**src/include/phy_status_defs.vh**
```
// Offsets, bit positions, reset values and identifier parameters
// for the PHY status and identifier register bank.
`ifndef PHY_STATUS_DEFS_VH
`define PHY_STATUS_DEFS_VH

// Register addresses on the management interface
`define REG_BASIC_STATUS 5'h01
`define REG_ID_HIGH 5'h02
`define REG_ID_LOW 5'h03

// Status bit positions
`define ST_T4 15
`define ST_TX_FD 14
`define ST_TX_HD 13
`define ST_10_FD 12
`define ST_10_HD 11
`define ST_PREAMBLE_SUP 6
`define ST_AN_DONE 5
`define ST_REMOTE_FAULT 4
`define ST_AN_ABLE 3
`define ST_LINK 2
`define ST_JABBER 1
`define ST_EXT_CAP 0

// Fixed status bits: capabilities, preamble suppression, extended set
`define STATUS_FIXED 16'h7849
// Reset values of latched flags
`define LATCH_RESET 1'b0
`define LINK_RESET 1'b0

// Identifier values, arbitrary neutral defaults
`define ORG_CODE_DEFAULT 24'h123456
`define MODEL_NUMBER_DEFAULT 6'h15
`define REVISION_DEFAULT 4'h2

`endif

```
**src/rtl/phy_flag_latch.v**
```verilog
// Sticky flag: set by an event, cleared by a read strobe.
// Assumes the event is already synchronous to CLK_SYS.
`timescale 1ns/100ps
module phy_flag_latch (
  // Clock and reset
  input wire clk,
  input wire rst,
  // Control
  input wire set_evt,
  input wire clr_evt,
  // State
  output reg flag_ff
);
  // Set wins over a clear in the same cycle
  always @(posedge clk) begin
    if (rst) begin
      flag_ff <= 1'b0;
    end else if (set_evt) begin
      flag_ff <= 1'b1;
    end else if (clr_evt) begin
      flag_ff <= 1'b0;
    end
  end
endmodule // phy_flag_latch

```
**src/rtl/phy_link_latch.v**
```verilog
// Latching-low link indicator: any failure clears it until read.
// Assumes link input is synchronous to CLK_SYS.
`timescale 1ns/100ps
module phy_link_latch (
  // Clock and reset
  input wire clk,
  input wire rst,
  // Control
  input wire link_up,
  input wire rd_evt,
  // State
  output reg link_ff
);
  // A failure wins over a read; a read reloads the live level
  always @(posedge clk) begin
    if (rst) begin
      link_ff <= 1'b0;
    end else if (!link_up) begin
      link_ff <= 1'b0;
    end else if (rd_evt) begin
      link_ff <= 1'b1;
    end
  end
endmodule // phy_link_latch

```
**src/rtl/phy_status_regs.v**
```verilog
// PHY basic status and identifier registers, read through the
// management frame engine (not included here).
// Assumes status inputs arrive from pins or other clocks and are synchronised here;
// management read strobe and address are on CLK_SYS.
//
// Behaviour
// - Status bit 15 always reads 0: four-pair 100M not supported.
// - Status bits 14..11 always read 1: 100M and 10M, full and half duplex.
// - Status bits 10..7 read zero; writes ignored.
// - Status bit 6 reads 1; preamble-less management frames accepted.
// - Status bit 5 shows auto-negotiation complete; resets to 0.
// - Bit 4 sets on partner remote fault; cleared by status read or reset.
// - Status bit 3 always reads 1: auto-negotiation able.
// - Bit 2 shows link; any failure clears it until status read.
// - Status bit 0 always reads 1: extended registers present.
// - First identifier holds organization code bits 3..18 on bits 15..0.
// - Second identifier bits 15..10 hold organization code bits 19..24.
// - Second identifier bits 9..4 hold model number, MSB at bit 9.
// - Second identifier bits 3..0 hold the model revision.
`timescale 1ns/100ps
`include "phy_status_defs.vh"
module phy_status_regs #(
  // Identifier contents, values arbitrary
  parameter [23:0] ORG_CODE = `ORG_CODE_DEFAULT,
  parameter [5:0] MODEL_NUMBER = `MODEL_NUMBER_DEFAULT,
  parameter [3:0] REVISION = `REVISION_DEFAULT
) (
  // Clock and reset
  input wire CLK_SYS,
  input wire SYS_RST,
  // Management read and write access
  input wire MGMT_RD,
  input wire [4:0] MGMT_ADDR,
  input wire MGMT_WR,
  input wire [15:0] MGMT_WDATA,
  output reg [15:0] MGMT_RDATA,
  output reg MGMT_HIT,
  output wire PREAMBLE_SUPPRESS_OK,
  // PHY status inputs, asynchronous
  input wire AN_COMPLETE,
  input wire PARTNER_REMOTE_FAULT,
  input wire LINK_UP,
  input wire JABBER,
  input wire SPEED_100
);
  // Two-stage synchronisers for the five status inputs
  reg [4:0] sync1_ff;
  reg [4:0] sync2_ff;
  always @(posedge CLK_SYS) begin
    if (SYS_RST) begin
      sync1_ff <= 5'h00;
      sync2_ff <= 5'h00;
    end else begin
      sync1_ff <= {SPEED_100, JABBER, LINK_UP, PARTNER_REMOTE_FAULT, AN_COMPLETE};
      sync2_ff <= sync1_ff;
    end
  end

  wire an_done = sync2_ff[0];
  wire rfault = sync2_ff[1];
  wire link_s = sync2_ff[2];
  wire jab_s = sync2_ff[3];
  wire speed_s = sync2_ff[4];

  // Remote fault edge detect, so a held fault does not re-set after read
  reg rfault_d_ff;
  always @(posedge CLK_SYS) begin
    if (SYS_RST) begin
      rfault_d_ff <= `LATCH_RESET;
    end else begin
      rfault_d_ff <= rfault;
    end
  end

  wire status_rd = MGMT_RD && (MGMT_ADDR == `REG_BASIC_STATUS);
  wire rf_ff;
  wire jab_ff;
  wire link_ff;

  // Remote fault latch
  phy_flag_latch u_rfault (
    .clk(CLK_SYS),
    .rst(SYS_RST),
    .set_evt(rfault && !rfault_d_ff),
    .clr_evt(status_rd),
    .flag_ff(rf_ff)
  );

  // Jabber latch, qualified by 10 Mb/s operation
  phy_flag_latch u_jabber (
    .clk(CLK_SYS),
    .rst(SYS_RST),
    .set_evt(jab_s && !speed_s),
    .clr_evt(status_rd),
    .flag_ff(jab_ff)
  );

  // Link latch
  phy_link_latch u_link (
    .clk(CLK_SYS),
    .rst(SYS_RST),
    .link_up(link_s),
    .rd_evt(status_rd),
    .link_ff(link_ff)
  );

  // Assembled status word; fixed bits from the constant, reserved zero
  wire [15:0] status_word;
  assign status_word = `STATUS_FIXED
    | ({15'h0000, an_done} << `ST_AN_DONE)
    | ({15'h0000, rf_ff} << `ST_REMOTE_FAULT)
    | ({15'h0000, link_ff} << `ST_LINK)
    | ({15'h0000, jab_ff} << `ST_JABBER);

  // Identifier words; code bit 1 is ORG_CODE[23], so the top two bits are dropped
  wire [15:0] id_high = ORG_CODE[21:6];
  wire [15:0] id_low = {ORG_CODE[5:0], MODEL_NUMBER, REVISION};

  // Read data captured from current flag values before the clear lands
  always @(posedge CLK_SYS) begin
    if (SYS_RST) begin
      MGMT_RDATA <= 16'h0000;
      MGMT_HIT <= 1'b0;
    end else if (MGMT_RD) begin
      if (MGMT_ADDR == `REG_BASIC_STATUS) begin
        MGMT_RDATA <= status_word;
        MGMT_HIT <= 1'b1;
      end else if (MGMT_ADDR == `REG_ID_HIGH) begin
        MGMT_RDATA <= id_high;
        MGMT_HIT <= 1'b1;
      end else if (MGMT_ADDR == `REG_ID_LOW) begin
        MGMT_RDATA <= id_low;
        MGMT_HIT <= 1'b1;
      end else begin
        MGMT_RDATA <= 16'h0000;
        MGMT_HIT <= 1'b0;
      end
    end
  end

  // Writes hit only read-only bits and are ignored
  assign PREAMBLE_SUPPRESS_OK = status_word[`ST_PREAMBLE_SUP];
endmodule // phy_status_regs

```
**config.mk**
```make
export PLATFORM = sky130hd
export DESIGN_NAME = phy_status_regs
export DESIGN_NICKNAME = d
export VERILOG_FILES = /design/src/rtl/phy_flag_latch.v /design/src/rtl/phy_link_latch.v /design/src/rtl/phy_status_regs.v
export VERILOG_INCLUDE_DIRS = /design/src /design/src/include
export SDC_FILE = /design/constraint.sdc
export NUM_CORES = 1
export LEC_CHECK = 0
export BUFFER_PORTS_ARGS = -buffer_cell sky130_fd_sc_hd__buf_4
export CAP_MARGIN = 10
export CORE_ASPECT_RATIO = 0.8
export CORE_MARGIN = 2
export CORE_UTILIZATION = 43
export DETAILED_ROUTE_END_ITERATION = 7
export GPL_ROUTABILITY_DRIVEN = 0
export GPL_TIMING_DRIVEN = 0
export HOLD_SLACK_MARGIN = 0.12
export PLACE_DENSITY = 0.85
export SKIP_LAST_GASP = 1
export SLEW_MARGIN = 25
export SYNTH_ARGS = -nofsm -noshare
export SYNTH_HDL_FRONTEND = slang
export SYNTH_SLANG_ARGS = --single-unit
```
**constraint.sdc**
```tcl
create_clock -name CLK_SYS -period 1 [get_ports CLK_SYS]
set_input_delay 0.1 -clock CLK_SYS [delete_from_list [all_inputs] [get_ports CLK_SYS]]
set_output_delay 0.1 -clock CLK_SYS [all_outputs]
set_load 0.01 [all_outputs]
```
==> results_dict.tcl <==
set metrics [dict create \
    status "finished, violations left" \
    violations "setup timing" \
    final_util 0.6364 \
    vias 734 \
    ys_types 24 \
    max_freq_mhz 991.1 \
    worstPathArrival_ns 0.91 \
    yosys_warnings 0 \
    drc_errors 0 \
    setup_viol 3 \
    ys_ff_latch 24 \
    grt_setup_unrepaired "true" \
    avgViaCountPerCell 4.861 \
    startpoint "MGMT_HIT" \
    finalClockSkew_ns 0.007120 \
    hp-class "in -> reg" \
    nets 159 \
    hold_start "MGMT_ADDR[2]" \
    cpMaxStageDelayCell "dfxtp_4" \
    grt_overflow 0 \
    clk_pin_slew_ns 0.12 \
    period_needed_ns 1.009 \
    timing.rr.start "u_link.link_ff" \
    numCtsBuffers 3 \
    worst_r2r_endpoint "MGMT_RDATA[2]" \
    cts_tree "built" \
    path_buf_inv 2 \
    drtAntennaViolNets 0 \
    post-cts-setup-buffers 0 \
    core_area_um2 1944 \
    crit_fanout 5 \
    postLayoutCellArea_um2 1237 \
    clkSinkCount 24 \
    chipHeight_um 45.39 \
    path_cells "buf_6 -> buf_6" \
    avgSynthCellArea_um2 9.797 \
    p_leak_nw 0.5393 \
    die_x_um 55.74 \
    end_kind "output pin" \
    startpoint_type "flip-flop" \
    hold_violations 0 \
    post_drt_wl_per_cell_um 11.00 \
    routed_wl_mm 1.661 \
    synth_cells 94 \
    initial_core_util 0.4736 \
    antenna_cells 0 \
    max_cap_violations 0 \
    placement.io_buffers 23 \
    r2r_setup_slack_ns 0.17 \
    dp_hpwl_mm 1.143 \
    postPlaceCellArea_um2 1131 \
    synth-seq-area-share 0.5217 \
    fp.dieArea_um2 2530 \
    grtUsageTotal 0.1419 \
    htree_levels 1 \
    clockBufferDepth 2 \
    drive_gt1_frac 0.3071 \
    criticalPathCategory "reg -> out" \
    grt_pass1_wl_mm 2.718 \
    pin_count 48 \
    cp_top_family "flip-flops" \
    drt_iter0_drc 13 \
    worstHoldPathCells 4 \
    rows 14 \
    drv_slew 0 \
    grt_pass1_vias 670 \
    ctsHoldBuffers 6 \
    peakVddDrop_mv 0.8455 \
    finalCritPeriodShare 1.009 \
    netlist_area_um2 920.9 \
    antenna_found_initial 0 \
    ff2ff_path_depth 3 \
    path_common_cell "buf_6" \
    clock_latency_ns 0.31 \
    setup_ws_ns -0.008976 \
    firstDrtPassIters 4 \
    powerDensity_nw_per_um2 1268 \
    min_to "MGMT_RDATA[4]" \
    max_stage_delay_ns 0.38 \
    syn_to_final_growth_pct 34.38 \
    cts_root_buf "clkbuf_4" \
    grt_max_degree 13 \
    worstPathRequired_ns 0.90 \
]
[where the power goes]
group	total [W]	switching, W	internal, W
sequential	0.000992	0.00000951	0.000982
clock	0.000402	0.000262	0.000141
combinational	0.000175	0.0000786	0.0000962
total	0.00157	0.000350	0.00122
[layer usage]
metal	vias up	wire (um)	global-route usage
li1	364	-	-
met1	338	672	0.1446
met2	32	828	0.2738
met3	0	160	0.06818
met4	0	0	0.02439
met5	-	0	0
[tightest hold or removal path, stage by stage]
cell     delay (ns)
buf_4          0.09
nor3_4         0.06
nand3_1        0.08
a21oi_1        0.06
[final cells by class]
type	instances	area, um^2
Buffer	13	88.84
Clock buffer	3	22.52
Fill cell	174	706.9
Inverter	3	11.26
Multi-Input combinational cell	55	351.6
Sequential cell	24	485.5
Tap cell	24	30.03
Timing Repair Buffer	29	247.7
[through the flow]
stage	hold WS, ns	power, W	instances	setup TNS (ns)	setup WS, ns
3_5_place_dp	0.3080	0.001168	143	-0.3932	-0.1160
4_1_cts	0.1050	0.001595	152	-0.06207	-0.02159
5_1_grt	0.1111	0.001646	151	-0.1354	-0.04755
2_1_floorplan	0.1716	0.001108	96	0	0.1131
3_3_place_gp	0.2969	0.001162	143	-0.3752	-0.1097
6_report	0.1146	0.001569	151	-0.02453	-0.008976
[what timing repair did]
action | 4_1_cts | 5_1_grt
pin swaps | 0 | 0
setup endpoints to repair | 4 | 4
resized for setup | 6 | 4
hold endpoints to repair | 13 | 3
[worst max path at each step]
stage	endpoint	slack, ns	cells after the start
floorplan	u_jabber.flag_ff	0.11	3
global placement	u_jabber.flag_ff	-0.11	4
detailed placement	u_jabber.flag_ff	-0.12	4
CTS	MGMT_RDATA[11]	-0.02	2
global route	MGMT_RDATA[11]	-0.05	2
finish	MGMT_RDATA[11]	-0.009	2
[sequential cells by signal (all words and copies together), names as in the netlist]
register	cells
rfault_d_ff	1
u_rfault.flag_ff	1
u_jabber.flag_ff	1
u_link.link_ff	1
MGMT_RDATA	9
sync2_ff	5
sync1_ff	5
MGMT_HIT	1
[logic make-up (layout without fill, tap and decap cells)]
kind of cell	after synthesis	count (layout)	synth area share
AND/OR/NAND/NOR	34	34	0.2432
flip-flops	24	24	0.5217
buffers and inverters	17	48	0.1046
AO/OA/AOI/OAI	16	16	0.1128
other	2	4	0.008155
XOR/XNOR	1	1	0.009513
[cells in the final DEF (no fill, tap or decap), drive strengths merged]
master,synthesis,final
o2111ai,1,1
o32ai,2,2
a21oi,9,9
o211a,1,1
dfxtp,24,24
nand2b,7,7
nand2,2,2
xor2,1,1
o211ai,1,1
nor3,1,1
nand4,1,1
o21a,1,1
a21o,1,1
and4b,3,3
buf,10,32
conb,2,4
dlygate4sd3,0,6
nor2b,13,13
nand4b,1,1
nand3,3,3
clkbuf,4,7
inv,3,3
nor2,3,3
[Yosys cell counts, drive strengths merged]
master / n / area, um^2
nor3: 1 / 16.27
and4b: 3 / 33.78
nor2b: 13 / 81.33
xor2: 1 / 8.760
o211ai: 1 / 7.510
clkbuf: 4 / 15.01
a21o: 1 / 7.510
nand2b: 7 / 43.79
o211a: 1 / 10.01
a21oi: 9 / 45.04
inv: 3 / 11.26
nand2: 2 / 7.510
conb: 2 / 7.510
nor2: 3 / 11.26
o21a: 1 / 7.510
dfxtp: 24 / 480.5
o2111ai: 1 / 8.760
o32ai: 2 / 17.52
buf: 10 / 70.07
nand4: 1 / 6.260
nand3: 3 / 15.01
nand4b: 1 / 8.760
Power figures use the tool's default switching activity.
